--- src/logic/rsc_consts.svh ---
// constants for the reset and sleep power controller
`ifndef RSC_CONSTS_SVH
`define RSC_CONSTS_SVH

// reset pin minimum pulse width in ns and cycles (least time, rounded up)
`define RSC_CLK_PERIOD_NS 100
`define RSC_PIN_MIN_NS 1500
`define RSC_PIN_MIN_CYC ((`RSC_PIN_MIN_NS + `RSC_CLK_PERIOD_NS - 1) / `RSC_CLK_PERIOD_NS)
// supply-drop minimum low period in ns and cycles
`define RSC_DROP_MIN_NS 2000
`define RSC_DROP_MIN_CYC ((`RSC_DROP_MIN_NS + `RSC_CLK_PERIOD_NS - 1) / `RSC_CLK_PERIOD_NS)
`define RSC_FILT_W 5
// delay counter width and default time-outs per clock-select code
`define RSC_DLY_W 20
`define RSC_DLY_SHORT 20'h0_0006
`define RSC_DLY_MID 20'h0_0400
`define RSC_DLY_LONG 20'h1_0000
// fuse polarity: programmed reads as zero
`define RSC_FUSE_PROG 1'b0
// sleep select codes
`define RSC_SM_IDLE 3'h0
`define RSC_SM_ADCNR 3'h1
`define RSC_SM_PDOWN 3'h2
`define RSC_SM_PSAVE 3'h3
`define RSC_SM_STBY 3'h6
`define RSC_SM_XSTBY 3'h7

`endif

--- src/logic/rsc_pkg.sv ---
// types for the reset and sleep power controller
`default_nettype none
package rsc_pkg;
	typedef enum logic [1:0] {
		RSC_HOLD,
		RSC_STRETCH,
		RSC_RUN
	} rsc_state_e;
	typedef logic [2:0] rsc_sleep_t;
	typedef logic [3:0] rsc_clock_select_fuses_t;
endpackage : rsc_pkg
`default_nettype wire

--- src/logic/rsc_reset_ctrl.sv ---
// reset combiner, delay stretcher and sleep power gating
`include "rsc_consts.svh"
`default_nettype none
module rsc_reset_ctrl #(
	parameter logic [`RSC_DLY_W-1:0] DLY_SHORT = `RSC_DLY_SHORT,
	parameter logic [`RSC_DLY_W-1:0] DLY_MID = `RSC_DLY_MID,
	parameter logic [`RSC_DLY_W-1:0] DLY_LONG = `RSC_DLY_LONG
) (
	// clock and reset
	input wire logic CLK_I,
	input wire logic RST_I,
	// reset sources
	input wire logic PWR_BELOW_POR_I,
	input wire logic RESET_PIN_N_I,
	input wire logic WDOG_EXPIRE_I,
	input wire logic WDOG_ENABLE_I,
	input wire logic SUPPLY_BELOW_27_I,
	input wire logic SUPPLY_BELOW_40_I,
	input wire logic SCAN_RESET_REG_I,
	// fuses, programmed reads zero
	input wire logic SUPPLY_DROP_ENABLE_FUSE_N_I,
	input wire logic SUPPLY_DROP_LEVEL_FUSE_N_I,
	input wire rsc_pkg::rsc_clock_select_fuses_t CLOCK_SELECT_FUSES_I,
	input wire logic ON_CHIP_DEBUG_FUSE_N_I,
	input wire logic SCAN_PORT_ENABLE_FUSE_N_I,
	// control bits
	input wire logic SCAN_PORT_DISABLE_BIT_I,
	input wire logic SLEEP_ACTIVE_I,
	input wire rsc_pkg::rsc_sleep_t SLEEP_SELECT_FIELD_I,
	input wire logic ADC_ENABLE_I,
	input wire logic COMP_ENABLE_I,
	input wire logic COMP_USES_REF_I,
	input wire logic SCAN_SHIFTING_I,
	input wire logic SCAN_TDO_I,
	// reset outputs
	output logic PORT_RESET_O,
	output logic CORE_RESET_O,
	output logic FETCH_FROM_VECTOR_O,
	// power gating outputs
	output logic SUPPLY_DROP_ON_O,
	output logic WDOG_RUN_O,
	output logic ADC_ON_O,
	output logic ADC_EXTENDED_O,
	output logic COMP_ON_O,
	output logic REF_ON_O,
	output logic INPUT_BUF_EN_O,
	output logic MAIN_CLK_RUN_O,
	output logic SCAN_PORT_EN_O,
	output logic TDO_OUT_O,
	output logic TDO_OE_N_O
);
	import rsc_pkg::*;

	// limitations a user must know:
	// - the pin and supply-drop filters count clock cycles, so with the clock
	//   stopped those two sources only reach the ports once the clock returns;
	//   power-up and the scan reset register act on the ports without a clock
	// - filter lengths assume the nominal clock period; a slower clock makes the
	//   accepted pulse longer, never shorter, so short glitches stay refused
	// - the watchdog pulse is taken from the rising edge of the expiry level,
	//   so a held expiry gives one reset, not a stream of them
	// - every source, filtered or not, funnels into one request so that a
	//   reassertion during the stretch always restarts the full time-out

	function automatic logic [`RSC_DLY_W-1:0] dly_for(input rsc_clock_select_fuses_t sel);
		logic [`RSC_DLY_W-1:0] d;
		d = DLY_LONG;
		case (sel[1:0])
			2'h0: d = DLY_SHORT;
			2'h1: d = DLY_MID;
			default: d = DLY_LONG;
		endcase
		return d;
	endfunction : dly_for

	// is this sleep mode one where io and converter clocks both stop
	function automatic logic deep_sleep(input rsc_sleep_t sm);
		return !(sm == `RSC_SM_IDLE || sm == `RSC_SM_ADCNR);
	endfunction : deep_sleep

	logic [`RSC_FILT_W-1:0] pin_cnt_r, pin_cnt_nxt;
	logic [`RSC_FILT_W-1:0] drop_cnt_r, drop_cnt_nxt;
	logic pin_rst_r, pin_rst_nxt;
	logic drop_rst_r, drop_rst_nxt;
	logic wdog_pulse_r, wdog_pulse_nxt;
	logic wdog_exp_d_r, wdog_exp_d_nxt;
	logic [`RSC_DLY_W-1:0] dly_r, dly_nxt;
	rsc_state_e st_r, st_nxt;
	logic adc_prev_r, adc_prev_nxt;
	logic adc_ext_r, adc_ext_nxt;
	logic drop_en, below_trip, async_src, any_req;
	logic sup_on_r, wd_on_r, adc_on_r, cmp_on_r, ref_on_r, ibuf_r, mclk_r, scan_en_r, tdo_r, tdo_oe_n_r;

	assign drop_en = SUPPLY_DROP_ENABLE_FUSE_N_I == `RSC_FUSE_PROG;
	// unprogrammed level fuse picks the low trip point
	assign below_trip = (SUPPLY_DROP_LEVEL_FUSE_N_I == `RSC_FUSE_PROG) ? SUPPLY_BELOW_40_I
		: SUPPLY_BELOW_27_I;

	// sources that must act without a clock; filtered pin and drop are registered versions
	assign async_src = PWR_BELOW_POR_I | SCAN_RESET_REG_I | pin_rst_r | drop_rst_r;
	assign any_req = async_src | wdog_pulse_r;

	// the port reset is a gate, not a flop: it must act with the clock stopped
	assign PORT_RESET_O = async_src | wdog_pulse_r | CORE_RESET_O;

	always_comb begin
		pin_cnt_nxt = pin_cnt_r;
		pin_rst_nxt = pin_rst_r;
		drop_cnt_nxt = drop_cnt_r;
		drop_rst_nxt = drop_rst_r;
		// pin must stay low past the minimum width before it counts
		if (RESET_PIN_N_I) begin
			pin_cnt_nxt = '0;
			pin_rst_nxt = 1'b0;
		end else if (pin_cnt_r >= (`RSC_FILT_W)'(`RSC_PIN_MIN_CYC)) begin
			pin_rst_nxt = 1'b1;
		end else begin
			pin_cnt_nxt = pin_cnt_r + 1'b1;
		end
		// short supply dips are filtered out
		if (!(drop_en && below_trip)) begin
			drop_cnt_nxt = '0;
			drop_rst_nxt = 1'b0;
		end else if (drop_cnt_r >= (`RSC_FILT_W)'(`RSC_DROP_MIN_CYC)) begin
			drop_rst_nxt = 1'b1;
		end else begin
			drop_cnt_nxt = drop_cnt_r + 1'b1;
		end
		wdog_exp_d_nxt = WDOG_EXPIRE_I;
		// one cycle pulse on rising expiry, only if enabled
		wdog_pulse_nxt = WDOG_EXPIRE_I & ~wdog_exp_d_r & WDOG_ENABLE_I;
	end

	always_comb begin
		st_nxt = st_r;
		dly_nxt = dly_r;
		case (st_r)
			RSC_HOLD: begin
				if (!any_req) begin
					st_nxt = RSC_STRETCH;
					dly_nxt = dly_for(CLOCK_SELECT_FUSES_I);
				end
			end
			RSC_STRETCH: begin
				if (any_req) begin
					st_nxt = RSC_HOLD;
				end else if (dly_r <= (`RSC_DLY_W)'(1)) begin
					st_nxt = RSC_RUN;
					dly_nxt = '0;
				end else begin
					dly_nxt = dly_r - 1'b1;
				end
			end
			RSC_RUN: begin
				if (any_req) begin
					st_nxt = RSC_HOLD;
				end
			end
			default: st_nxt = RSC_HOLD;
		endcase
	end

	always_comb begin
		adc_prev_nxt = ADC_ENABLE_I;
		adc_ext_nxt = adc_ext_r;
		// enable after off marks the next conversion as extended; cleared when disabled again
		if (ADC_ENABLE_I && !adc_prev_r) begin
			adc_ext_nxt = 1'b1;
		end else if (!ADC_ENABLE_I) begin
			adc_ext_nxt = 1'b0;
		end
	end

	always_ff @(posedge CLK_I) begin
		if (RST_I) begin
			pin_cnt_r <= '0;
			pin_rst_r <= 1'b0;
			drop_cnt_r <= '0;
			drop_rst_r <= 1'b0;
			wdog_pulse_r <= 1'b0;
			wdog_exp_d_r <= 1'b0;
			st_r <= RSC_HOLD;
			dly_r <= '0;
			adc_prev_r <= 1'b0;
			adc_ext_r <= 1'b0;
		end else begin
			pin_cnt_r <= pin_cnt_nxt;
			pin_rst_r <= pin_rst_nxt;
			drop_cnt_r <= drop_cnt_nxt;
			drop_rst_r <= drop_rst_nxt;
			wdog_pulse_r <= wdog_pulse_nxt;
			wdog_exp_d_r <= wdog_exp_d_nxt;
			st_r <= st_nxt;
			dly_r <= dly_nxt;
			adc_prev_r <= adc_prev_nxt;
			adc_ext_r <= adc_ext_nxt;
		end
	end

	// registered outputs; the core restarts from the vector when reset lifts
	logic core_rst_r, core_rst_nxt;
	logic fetch_r, fetch_nxt;

	always_comb begin
		// taken from the next state so release and fetch leave on the same edge
		core_rst_nxt = (st_nxt != RSC_RUN);
		fetch_nxt = (st_nxt == RSC_RUN) && (st_r != RSC_RUN);
	end

	always_ff @(posedge CLK_I) begin
		if (RST_I) begin
			core_rst_r <= 1'b1;
			fetch_r <= 1'b0;
		end else begin
			core_rst_r <= core_rst_nxt;
			fetch_r <= fetch_nxt;
		end
	end

	assign CORE_RESET_O = core_rst_r;
	assign FETCH_FROM_VECTOR_O = fetch_r;

	// sleep decode and scan port qualifiers shared by the gating outputs
	logic scan_en_c, sleep_deep, cmp_c, adc_c;
	logic dbg_fuse_c, clk_stop_mode_c, scan_drive_c;
	assign sleep_deep = SLEEP_ACTIVE_I && deep_sleep(SLEEP_SELECT_FIELD_I);
	assign scan_en_c = (SCAN_PORT_ENABLE_FUSE_N_I == `RSC_FUSE_PROG) && !SCAN_PORT_DISABLE_BIT_I;
	assign cmp_c = COMP_ENABLE_I && !sleep_deep;
	assign adc_c = ADC_ENABLE_I;
	assign dbg_fuse_c = ON_CHIP_DEBUG_FUSE_N_I == `RSC_FUSE_PROG;
	// power-down and power-save stop the main oscillator unless debug holds it
	assign clk_stop_mode_c = SLEEP_ACTIVE_I && (SLEEP_SELECT_FIELD_I == `RSC_SM_PDOWN
		|| SLEEP_SELECT_FIELD_I == `RSC_SM_PSAVE);
	// the pin is only driven while the port is really shifting
	assign scan_drive_c = scan_en_c && SCAN_SHIFTING_I;

	// next values of the registered gating outputs
	logic adc_ext_o_r;
	logic sup_on_nxt, wd_on_nxt, adc_on_nxt, adc_ext_o_nxt, cmp_on_nxt, ref_on_nxt;
	logic ibuf_nxt, mclk_nxt, scan_en_nxt, tdo_nxt, tdo_oe_n_nxt;

	always_comb begin
		sup_on_nxt = drop_en;
		wd_on_nxt = WDOG_ENABLE_I;
		adc_on_nxt = adc_c;
		adc_ext_o_nxt = adc_ext_nxt;
		cmp_on_nxt = cmp_c;
		// a comparator tied to the reference keeps it on even in deep sleep
		ref_on_nxt = drop_en | adc_c | (COMP_ENABLE_I & COMP_USES_REF_I);
		// wake-up pins have their own buffers outside this gate
		ibuf_nxt = !sleep_deep;
		mclk_nxt = 1'b1;
		if (clk_stop_mode_c) begin
			// debug costs the oscillator; dropping either fuse or the port lets it stop
			mclk_nxt = dbg_fuse_c && scan_en_c;
		end
		scan_en_nxt = scan_en_c;
		tdo_nxt = SCAN_TDO_I;
		tdo_oe_n_nxt = 1'b1;
		if (scan_drive_c) begin
			tdo_oe_n_nxt = 1'b0;
		end
	end

	always_ff @(posedge CLK_I) begin
		if (RST_I) begin
			sup_on_r <= 1'b0;
			wd_on_r <= 1'b0;
			adc_on_r <= 1'b0;
			adc_ext_o_r <= 1'b0;
			cmp_on_r <= 1'b0;
			ref_on_r <= 1'b0;
			ibuf_r <= 1'b1;
			mclk_r <= 1'b1;
			scan_en_r <= 1'b0;
			tdo_r <= 1'b0;
			tdo_oe_n_r <= 1'b1;
		end else begin
			sup_on_r <= sup_on_nxt;
			wd_on_r <= wd_on_nxt;
			adc_on_r <= adc_on_nxt;
			adc_ext_o_r <= adc_ext_o_nxt;
			cmp_on_r <= cmp_on_nxt;
			ref_on_r <= ref_on_nxt;
			ibuf_r <= ibuf_nxt;
			mclk_r <= mclk_nxt;
			scan_en_r <= scan_en_nxt;
			tdo_r <= tdo_nxt;
			tdo_oe_n_r <= tdo_oe_n_nxt;
		end
	end

	// every gating output is a plain flop, so no decode glitch reaches the analog side
	assign SUPPLY_DROP_ON_O = sup_on_r;
	assign WDOG_RUN_O = wd_on_r;
	assign ADC_ON_O = adc_on_r;
	assign ADC_EXTENDED_O = adc_ext_o_r;
	assign COMP_ON_O = cmp_on_r;
	assign REF_ON_O = ref_on_r;
	assign INPUT_BUF_EN_O = ibuf_r;
	assign MAIN_CLK_RUN_O = mclk_r;
	assign SCAN_PORT_EN_O = scan_en_r;
	assign TDO_OUT_O = tdo_r;
	assign TDO_OE_N_O = tdo_oe_n_r;
endmodule : rsc_reset_ctrl
`default_nettype wire

--- config.mk ---
export PLATFORM = sky130hd
export DESIGN_NAME = rsc_reset_ctrl
export DESIGN_NICKNAME = d
export VERILOG_FILES = /design/src/logic/rsc_pkg.sv /design/src/logic/rsc_reset_ctrl.sv
export VERILOG_INCLUDE_DIRS = /design/src /design/src/logic
export SDC_FILE = /design/constraint.sdc
export NUM_CORES = 1
export LEC_CHECK = 0
export BUFFER_PORTS_ARGS = -buffer_cell sky130_fd_sc_hd__buf_4
export CAP_MARGIN = 10
export CELL_PAD_IN_SITES_DETAIL_PLACEMENT = 0
export CELL_PAD_IN_SITES_GLOBAL_PLACEMENT = 2
export CORE_MARGIN = 4
export CORE_UTILIZATION = 35
export DETAILED_ROUTE_END_ITERATION = 8
export PLACE_DENSITY = 0.82
export SYNTH_ARGS = -nofsm -noshare
export SYNTH_HDL_FRONTEND = slang
export SYNTH_SLANG_ARGS = --single-unit
--- constraint.sdc ---
create_clock -name CLK_I -period 5.4 [get_ports CLK_I]
set_input_delay 0.27 -clock CLK_I [delete_from_list [all_inputs] [get_ports CLK_I]]
set_output_delay 0.27 -clock CLK_I [all_outputs]
set_load 0.1 [all_outputs]
==> impl_metrics.csv, run 1 <==
group,metric,value,unit
status,status,"finished clean",
synthesis,synthesis.nets,307,
synthesis,synth-compound-area-share,16.0,%
detailed_routing,initialDrtViolationCount,52,
sta,whs,110,ps
critical_path,crit_buf_inv,1,
power,p_comb_share,17.5,%
synthesis,muxShareOfSynthArea,1.88,%
critical_path,slowest_delay,740,ps
clock_tree,clk_latency,310,ps
synthesis,synth_top_flop_cell,"dfxtp_1",
synthesis,ys_ff_latch,49,
floorplan,num_io_pins,41,
synthesis,netlist.area_leader.share,42.2,%
critical_path,crit_arrival,2590,ps
cells_and_area,antenna_cells,0,
power,leakagePower,0.00111,uW
floorplan,coreArea,6390,sq um
synthesis,synth.avg_cell_area,8.49,sq um
critical_path,r2r_slack,3030,ps
critical_path,path_max_fanout,20,
synthesis,ys.warnings.count,0,
sta,finalHoldViolCount,0,
min_path,hp-start,"SCAN_SHIFTING_I",
power,p_sw_share,28.6,%
synthesis,yosys.area_share.xor_xnor,1.13,%
clock_tree,cts_max_path_buffers,2,
clock_tree,cts_htree_levels,2,
sta,setup_tns,0,ps
global_routing,antenna_found_initial,0,
synthesis,syn-cell-area,2330,sq um
synthesis,synth-simple-area-share,31.5,%
clock_tree,postCtsSetupBuffers,0,
global_routing,grt_util_met3,4.15,%
synthesis,synth_seq_area_share,42.2,%
sta,period_minus_slack,2370,ps
clock_tree,clockRootBuffer,"clkbuf_8",
power,ir_drop,0.152,mV
detailed_routing,drtAntennaViolNets,0,
sta,clock_skew,12.6,ps
sta,worst_slew_pin_slew,965,ps
sta,max_freq,0.422,GHz
critical_path,reg2reg_depth,7,
synthesis,synthArstFlopShare,0,%
critical_path,path_class,"register to register",
cells_and_area,areaGrowthSynthToFinish,18.9,%
sta,rsz0062_at_grt,"no",
global_routing,groute.layer.met1.usage,21.5,%
global_routing,grt_overflow_total,0,
critical_path,path_cells,"inv_1 -> ha_1 -> nor2_1 -> nor4b_2 -> a21oi_2 -> a31oi_1 -> o32ai_1",
clock_tree,cts_resized,0,
cells_and_area,fillers,657,
critical_path,required,5620,ps
clock_tree,clock_sinks,49,
critical_path,critPathSlowestCell,"a21oi_2",
critical_path,crit_start,"dly_r[0]$_SDFFE_PP0P_",
synthesis,synth_top_family_by_area,"simple AND/OR/NAND/NOR gates",
power,switching_power,223,uW
floorplan,start_util,36.4,%
synthesis,synthCells,274,
min_path,whs_path_depth,2,
synthesis,synth-adder-area-share,3.23,%
floorplan,fp.dieH,89.5,microns
critical_path,endpoint_kind,"register",
synthesis,yosysTopAreaCell,"dfxtp_1",
cells_and_area,final_common_cell,"dfxtp_1",
global_routing,grt_max_degree,38,
detailed_routing,via_per_inst,5.36,
floorplan,core.rowCount,29,
critical_path,crit_cells,7,
synthesis,synth_edf_count,0,
sta,relSlewSlack,35.7,%
synthesis,synthDistinctLibCells,54,
power,p_clk_share,34.2,%
sta,post-route-period-util,43.9,%
detailed_routing,wire_per_inst,15.1,microns
synthesis,synthTopCellsByArea,"dfxtp_1 42%, a21oi_1 3.7%, nor3_1 3.7%, nor2_1 3.5%, ha_1 3.2%",
clock_tree,hold_buffers,0,
placement,gp_congestion,0.845,
clock_tree,cts_made_buffers,5,
cells_and_area,layout.cells.most_common_list,"49 x dfxtp_1, 37 x buf_4, 22 x nor2_1, 17 x nand2_1, 17 x nor3_1",
global_routing,first_global_vias,1939,
global_routing,use_met2,24.0,%
floorplan,die_area,8020,sq um
floorplan,die_w,89.5,microns
power,p_total,780,uW
critical_path,cp_top_family,"compound AO/OA/AOI/OAI gates",
cells_and_area,nets,339,
global_routing,grt_usage,15.7,%
detailed_routing,drt_wl_total,5.81,mm
placement,dpl_worst_slack,3080,ps
job,maxCapViolCount,0,
critical_path,reg2reg_from,"dly_r[0]$_SDFFE_PP0P_",
global_routing,grt-busiest-layer,"met2",
detailed_routing,num_vias,2060,
clock_tree,cts_tree,"built",
power,p_int,557,uW
placement,port-buffer-count,37,
detailed_routing,drtPass1Iterations,4,
placement,hpwl,4.20,mm
power,power_frac_seq,48.3,%
power,power_density,282,nW/um^2
sta,slew_violations,0,
min_path,hp-class,"primary input to register",
clock_tree,clk_pin_slew,100,ps
global_routing,grt_pass1_wl,9.66,mm
placement,placed_cells,376,
sta,finalSetupViolCount,0,
detailed_routing,drc,0,
cells_and_area,fin_cells,384,
critical_path,cp-start-kind,"register",
sta,worst_slack,3030,ps
cells_and_area,drive_gt1_share,19.9,%
[cell type report]
type | instances | area [sq um] | area share (%)
sequential | 49 | 981 | 35.4
tap | 77 | 96.3 | 3.48
inverter | 13 | 48.8 | 1.76
clock inverter | 2 | 38.8 | 1.40
clock buffer | 6 | 72.6 | 2.62
multi-input combinational | 200 | 1250 | 45.3
timing repair buffer | 37 | 278 | 10.0
[power by group through the flow]
stage | clock (uW) | sequential, uW | combinational [uW]
2_1_floorplan | 0 | 414 | 69.1
3_3_place_gp | 0 | 385 | 137
3_5_place_dp | 0 | 385 | 136
4_1_cts | 276 | 377 | 137
5_1_grt | 288 | 378 | 151
6_report | 267 | 377 | 136
[path summary, 6_finish.rpt]
path	end
max	dly_r[2]$_SDFFE_PP0P_
min	TDO_OE_N_O$_SDFF_PP1_
max reg2reg	dly_r[2]$_SDFFE_PP0P_
min reg2reg	ADC_EXTENDED_O$_SDFFE_PP0P_
[worst reg2reg max path, delay by kind of cell, from the launching register on]
family / cells / cell delay, ps
and+or+nand+nor: 2 / 360
AOI/OAI and AO/OA: 3 / 1170
adders and majority gates: 1 / 250
buffers and inverters: 1 / 100
DFF: 1 / 400
[metrics by stage]
| step | utilization, % | instance area [sq um] |
|---|---|---|
| after floorplan | - | 2330 |
| after detailed placement | 41.6 | 2660 |
| after CTS | 43.3 | 2770 |
| after global routing | 43.3 | 2770 |
| final | 43.3 | 2770 |
| after global placement | 41.6 | 2660 |
[Yosys cell counts, types with 5 or more instances]
library cell  count
nand3_1          11
inv_1            13
nor2b_1           6
a21oi_1          17
nor2_1           22
o21ai_0          11
nor4_1            8
ha_1              6
a31oi_1           8
dfxtp_1          49
or4_1             6
o21a_1            6
clkbuf_1          6
nand2_1          17
nand2b_1          5
nand4_1           6
nor3_1           17
[flip-flops by register name, indices dropped and copies added (netlist names), 2 cells and up]
signal,flops
st_r,2
dly_r,20
pin_cnt_r,5
drop_cnt_r,5
[metal layers]
| metal | routed length (microns) | part of all wire [%] | up-vias |
|---|---|---|---|
| met1 | 2860 | 49 | 936 |
| met4 | 77 | 1.3 | 0 |
| met5 | 0 | 0 | - |
| li1 | - | - | 1068 |
| met3 | 307 | 5.3 | 9 |
| met2 | 2560 | 44 | 47 |
[cell families (layout without fill, tap and decap cells)]
family | count (synthesis) | after routing
simple gates | 127 | 127
compound gates | 60 | 60
fa+ha+maj | 6 | 6
buf+inv | 25 | 58
flops | 49 | 49
xor+xnor | 3 | 3
mux | 4 | 4
Note: power is estimated with default switching activity, not from simulation.
==> inputs of run 2 (changes only) <==
--- a/config.mk
+++ b/config.mk
@@ -6,14 +6,15 @@
 export SDC_FILE = /design/constraint.sdc
 export NUM_CORES = 1
 export LEC_CHECK = 0
+export ABC_AREA = 1
 export BUFFER_PORTS_ARGS = -buffer_cell sky130_fd_sc_hd__buf_4
 export CAP_MARGIN = 10
 export CELL_PAD_IN_SITES_DETAIL_PLACEMENT = 0
 export CELL_PAD_IN_SITES_GLOBAL_PLACEMENT = 2
 export CORE_MARGIN = 4
-export CORE_UTILIZATION = 35
+export CORE_UTILIZATION = 28
 export DETAILED_ROUTE_END_ITERATION = 8
-export PLACE_DENSITY = 0.82
+export PLACE_DENSITY = 0.74
 export SYNTH_ARGS = -nofsm -noshare
 export SYNTH_HDL_FRONTEND = slang
 export SYNTH_SLANG_ARGS = --single-unit
==> constraint.sdc (replaced) <==
create_clock -name CLK_I -period 1.92 [get_ports CLK_I]
set_input_delay 0.096 -clock CLK_I [delete_from_list [all_inputs] [get_ports CLK_I]]
set_output_delay 0.096 -clock CLK_I [all_outputs]
set_load 0.1 [all_outputs]
==> impl_metrics.csv, run 2 <==
group,metric,value,unit
status,status,"finished clean",
synthesis,synthCells,337,
cells_and_area,drive_gt1_share,20.7,%
synthesis,synthArstFlopShare,0,%
synthesis,synth.avg_cell_area,7.23,sq um
floorplan,coreArea,8340,sq um
global_routing,grt-busiest-layer,"met2",
global_routing,grt_util_met3,2.69,%
synthesis,syn-cell-area,2440,sq um
global_routing,groute.layer.met1.usage,16.4,%
global_routing,grt_max_degree,22,
sta,slew_violations,0,
sta,period_minus_slack,1650,ps
placement,dpl_worst_slack,255,ps
sta,rsz0062_at_grt,"no",
power,leakagePower,0.00136,uW
global_routing,first_global_vias,1978,
critical_path,path_max_fanout,9,
placement,placed_cells,477,
floorplan,num_io_pins,41,
cells_and_area,nets,418,
critical_path,endpoint_kind,"register",
detailed_routing,drtAntennaViolNets,0,
detailed_routing,drtPass1Iterations,4,
cells_and_area,layout.cells.most_common_list,"57 x nor2_1, 56 x nand2_1, 50 x inv_1, 49 x dfxtp_1, 39 x buf_4",
critical_path,path_class,"register to register",
cells_and_area,areaGrowthSynthToFinish,24.6,%
clock_tree,cts_htree_levels,2,
sta,finalHoldViolCount,0,
global_routing,antenna_found_initial,0,
cells_and_area,reg_top3,"dly_r (20), drop_cnt_r (5), pin_cnt_r (5)",
detailed_routing,drt_wl_total,5.84,mm
sta,setup_tns,0,ps
floorplan,die_w,101,microns
placement,port-buffer-count,37,
sta,finalSetupViolCount,0,
synthesis,ys_ff_latch,49,
synthesis,yosysTopAreaCell,"dfxtp_1",
global_routing,grt_usage,11.9,%
placement,gp_congestion,0.765,
clock_tree,clk_pin_slew,100,ps
power,power_density,856,nW/um^2
cells_and_area,largest_reg_flops,20,
job,maxCapViolCount,0,
cells_and_area,fillers,904,
critical_path,required,2130,ps
cells_and_area,multi_input_area,1240,sq um
clock_tree,cts_max_path_buffers,2,
critical_path,crit_arrival,1860,ps
synthesis,synth_seq_area_share,40.3,%
floorplan,start_util,29.2,%
sta,relSlewSlack,75.3,%
floorplan,core.rowCount,33,
sta,clock_skew,10.5,ps
synthesis,synth_top_flop_cell,"dfxtp_1",
synthesis,synthesis.nets,370,
sta,post-route-period-util,86.1,%
synthesis,synthTopCellsByArea,"dfxtp_1 40%, nor2_1 8.8%, nand2_1 8.6%, inv_1 7.7%, nor2_2 4.9%",
detailed_routing,initialDrtViolationCount,32,
cells_and_area,regMostFlops,"dly_r",
detailed_routing,via_per_inst,4.33,
power,ir_drop,0.309,mV
global_routing,grt_overflow_total,0,
detailed_routing,drc,0,
sta,worst_slew_pin_slew,369,ps
sta,max_freq,0.605,GHz
cells_and_area,register_area,981,sq um
min_path,hp-class,"primary input to register",
cells_and_area,fin_cells,491,
global_routing,grt_pass1_wl,9.62,mm
critical_path,cp-start-kind,"register",
clock_tree,clock_sinks,49,
sta,worst_slack,267,ps
synthesis,synth_edf_count,0,
synthesis,synth.most_common_cell,"nor2_1",
synthesis,synth_common_cells,"57 x nor2_1, 56 x nand2_1, 50 x inv_1, 49 x dfxtp_1",
clock_tree,cts_tree,"built",
detailed_routing,wire_per_inst,11.9,microns
synthesis,ys.warnings.count,0,
clock_tree,clk_latency,300,ps
clock_tree,cts_made_buffers,5,
cells_and_area,antenna_cells,0,
synthesis,netlist.area_leader.share,40.3,%
global_routing,use_met2,18.9,%
placement,hpwl,4.61,mm
floorplan,fp.dieH,101,microns
detailed_routing,num_vias,2128,
cells_and_area,final_common_cell,"nor2_1",
clock_tree,clockRootBuffer,"clkbuf_8",
synthesis,synthDistinctLibCells,34,
floorplan,die_area,10300,sq um
run 2: worst max-delay path, stage by stage (launching register included):
cell and delay [ps]:
dfxtp_1 340, inv_1 140, ha_1 220, nand2_2 130, nor2_8 220, nand3_4 120, nand3_1 100, nand2_2 90
nand2_4 160, nor2_2 40
run 2: path summary, 6_finish.rpt:
kind                           startpoint                 endpoint  slack [ps]  cells past startpoint
setup / recovery    dly_r[0]$_SDFFE_PP0P_    dly_r[7]$_SDFFE_PP0P_         270                      9
hold / removal              COMP_ENABLE_I     COMP_ON_O$_SDFF_PP0_          30                      3
setup reg to reg    dly_r[0]$_SDFFE_PP0P_    dly_r[7]$_SDFFE_PP0P_         270                      9
hold reg to reg   wdog_exp_d_r$_SDFF_PP0_  wdog_pulse_r$_SDFF_PP0_         400                      1
run 2: final cells by class:
type	instances	area share, %
Clock inverter	3	2.14
Inverter	51	6.31
Tap cell	105	4.33
Multi-Input combinational cell	233	41.0
Sequential cell	49	32.3
Timing Repair Buffer	45	11.6
Clock buffer	5	2.27
run 2: cell families after synthesis:
family,share of synthesized area (%)
mux,0.411
xor+xnor,3.95
buf+inv,8.68
flops,40.3
fa+ha+maj,3.08
simple gates,34.4
compound gates,9.24
run 2: report_power, final:
group          switching (uW)  total [uW]  internal [uW]
sequential               31.5        1090           1060
clock                     359         877            518
combinational             419         634            215
run 2: through the flow:
| step | util (%) | cell area, sq um | power (uW) | hold slack (ps) |
|---|---|---|---|---|
| 4_1_cts | 36.4 | 3030 | 2640 | 15.2 |
| 3_3_place_gp | 34.1 | 2840 | 1740 | 266 |
| 3_5_place_dp | 34.1 | 2840 | 1740 | 269 |
| 6_report | 36.4 | 3030 | 2600 | 28.6 |
| 2_1_floorplan | - | 2440 | 1580 | 165 |
| 5_1_grt | 36.4 | 3030 | 2750 | 28.3 |
run 2: metal layers:
layer / wire [microns] / vias to the layer above / part of all wire, %
li1: - / 1145 / -
met1: 2880 / 955 / 49
met2: 2690 / 23 / 46
met3: 200 / 5 / 3.4
met4: 57 / 0 / 0.98
met5: 0 / - / 0
run 2: repair_timing:
item	CTS	global route
setup buffers	0	0
resized for setup	0	0
setup endpoints to repair	0	0
hold buffers	6	0
hold endpoints to repair	7	0
==> inputs of run 3 (changes only) <==
--- a/config.mk
+++ b/config.mk
@@ -11,10 +11,12 @@
 export CAP_MARGIN = 10
 export CELL_PAD_IN_SITES_DETAIL_PLACEMENT = 0
 export CELL_PAD_IN_SITES_GLOBAL_PLACEMENT = 2
+export CORE_ASPECT_RATIO = 2
 export CORE_MARGIN = 4
 export CORE_UTILIZATION = 28
 export DETAILED_ROUTE_END_ITERATION = 8
 export PLACE_DENSITY = 0.74
+export SLEW_MARGIN = 20
 export SYNTH_ARGS = -nofsm -noshare
 export SYNTH_HDL_FRONTEND = slang
 export SYNTH_SLANG_ARGS = --single-unit
==> impl_metrics.csv, run 3 (synthesized netlist as in run 2, its figures left out) <==
group,metric,value,unit
detailed_routing,via_per_inst,4.42,
global_routing,grt_pass1_wl,10.2,mm
placement,dpl_cell_area,2830,sq um
detailed_routing,wl_met2,3.74,mm
sta,post-route-period-util,86.5,%
critical_path,path_class,"register to register",
clock_tree,cts_made_buffers,5,
detailed_routing,wl_met1,2.20,mm
critical_path,endpoint,"dly_r[8]$_SDFFE_PP0P_",
power,leakagePower,0.00137,uW
sta,clock_skew,7.49,ps
sta,period_minus_slack,1660,ps
detailed_routing,initialDrtViolationCount,74,
floorplan,start_util,29.0,%
detailed_routing,num_vias,2125,
sta,finalSetupViolCount,0,
sta,finalHoldViolCount,0,
critical_path,crit_start,"dly_r[0]$_SDFFE_PP0P_",
detailed_routing,drtPass1Iterations,4,
detailed_routing,drtAntennaViolNets,0,
global_routing,grt_usage,13.1,%
critical_path,crit_arrival,1850,ps
placement,gp_congestion,0.742,
power,ir_drop,0.690,mV
cells_and_area,drive_gt1_share,20.9,%
clock_tree,clk_pin_slew,70,ps
sta,relSlewSlack,65.1,%
critical_path,endpoint_kind,"register",
global_routing,grt_max_degree,22,
clock_tree,postCtsSetupBuffers,0,
cells_and_area,fin_area,3030,sq um
cells_and_area,final_core_util,36.0,%
power,power_density,908,nW/um^2
cells_and_area,largest_reg_flops,20,
cells_and_area,areaGrowthSynthToFinish,24.4,%
critical_path,required,2110,ps
floorplan,die_w,74.0,microns
detailed_routing,drt_wl_total,6.22,mm
placement,port-buffer-count,37,
critical_path,reg2reg_depth,9,
cells_and_area,reg_top3,"dly_r (20), drop_cnt_r (5), pin_cnt_r (5)",
critical_path,path_max_fanout,9,
power,p_total,2750,uW
critical_path,cp-start-kind,"register",
detailed_routing,top_layer_used,"met4",
cells_and_area,regMostFlops,"dly_r",
critical_path,r2r_slack,260,ps
cells_and_area,layout.cells.most_common_list,"57 x nor2_1, 56 x nand2_1, 50 x inv_1, 49 x dfxtp_1, 39 x buf_4",
clock_tree,cts_max_path_buffers,2,
sta,rsz0062_at_grt,"no",
floorplan,num_io_pins,41,
detailed_routing,wire_per_inst,12.9,microns
cells_and_area,nets,415,
cells_and_area,final_common_cell,"nor2_1",
clock_tree,cts_htree_levels,2,
floorplan,core.rowCount,47,
global_routing,grt_overflow_total,0,
sta,worst_slew_pin_slew,520,ps
clock_tree,clk_latency,290,ps
critical_path,reg2reg_from,"dly_r[0]$_SDFFE_PP0P_",
global_routing,antenna_found_initial,0,
floorplan,die_area,10300,sq um
cells_and_area,fillers,936,
sta,setup_tns,0,ps
job,maxCapViolCount,0,
clock_tree,clockRootBuffer,"clkbuf_16",
floorplan,coreArea,8410,sq um
status,status,"finished clean",
clock_tree,clock_sinks,49,
detailed_routing,wl_met3,154,microns
detailed_routing,drc,0,
critical_path,r2r_end,"dly_r[8]$_SDFFE_PP0P_",
global_routing,first_global_vias,2177,
floorplan,fp.dieH,140,microns
sta,max_freq,0.602,GHz
cells_and_area,antenna_cells,0,
clock_tree,cts_tree,"built",
min_path,hp-class,"primary input to register",
placement,hpwl,5.03,mm
sta,slew_violations,0,
-- run 3: changes by cell type in the layout (fill, tap and decap cells not counted), sizes merged --
cell         previous run  this run
dlygate4sd3             6         3
bufinv                  2         1
inv                    51        52
-- run 3: how the worst min path moves through the flow --
stage	cells past startpoint	start	to	slack (ps)
floorplan	1	SCAN_SHIFTING_I	TDO_OE_N_O$_SDFF_PP1_	160
global placement	2	SCAN_SHIFTING_I	TDO_OE_N_O$_SDFF_PP1_	260
detailed placement	2	SCAN_SHIFTING_I	TDO_OE_N_O$_SDFF_PP1_	270
CTS	3	SCAN_TDO_I	TDO_OUT_O$_SDFF_PP0_	0.5
global route	3	WDOG_EXPIRE_I	wdog_exp_d_r$_SDFF_PP0_	20
finish	3	SCAN_TDO_I	TDO_OUT_O$_SDFF_PP0_	8
-- run 3: timing repair --
action                                  in CTS  in global routing
hold buffers                                 3                  0
endpoints found under the hold margin        3                  0
gates resized for setup                      0                  0
endpoints found under the setup margin       0                  0
-- run 3: report_power, final --
| group | switching [uW] | total [uW] | internal, uW |
|---|---|---|---|
| Combinational | 425 | 637 | 212 |
| Clock | 407 | 1020 | 618 |
| Sequential | 31.7 | 1090 | 1060 |
| Total | 864 | 2750 | 1890 |
-- run 3: layout make-up --
cell class              instances  area, sq um  share of cell area, %
clock buffers                   5          125                   4.13
clock inverters                 3         43.8                   1.45
inverters                      51          191                   6.32
multi-input cells             233         1240                   41.0
flip-flops and latches         49          981                   32.4
well taps                      98          123                   4.05
repair buffers                 42          323                   10.7
-- run 3: per-layer routing --
layer	vias to the layer above	global-route usage, %
li1	1144	-
met1	955	12.1
met2	19	25.8
met5	-	0
met4	0	5.44
met3	7	2.51
-- run 3: critical path, cell delays in order (launching register included) --
cell and delay [ps]:
dfxtp_1 320, inv_1 130, ha_1 230, nand2_2 130, nor2_8 220, nand3_4 120
nand3_1 100, nand2_2 100, nand2_4 160, nor2_2 40
-- run 3: stage by stage --
stage                     hold slack, ps  worst slack (ps)  instances
after CTS                          0.488               238        481
final                               8.35               260        481
after detailed placement             271               245        470
after floorplan                      165               320        337
after global routing                17.1              88.8        481
after global placement               264               276        470
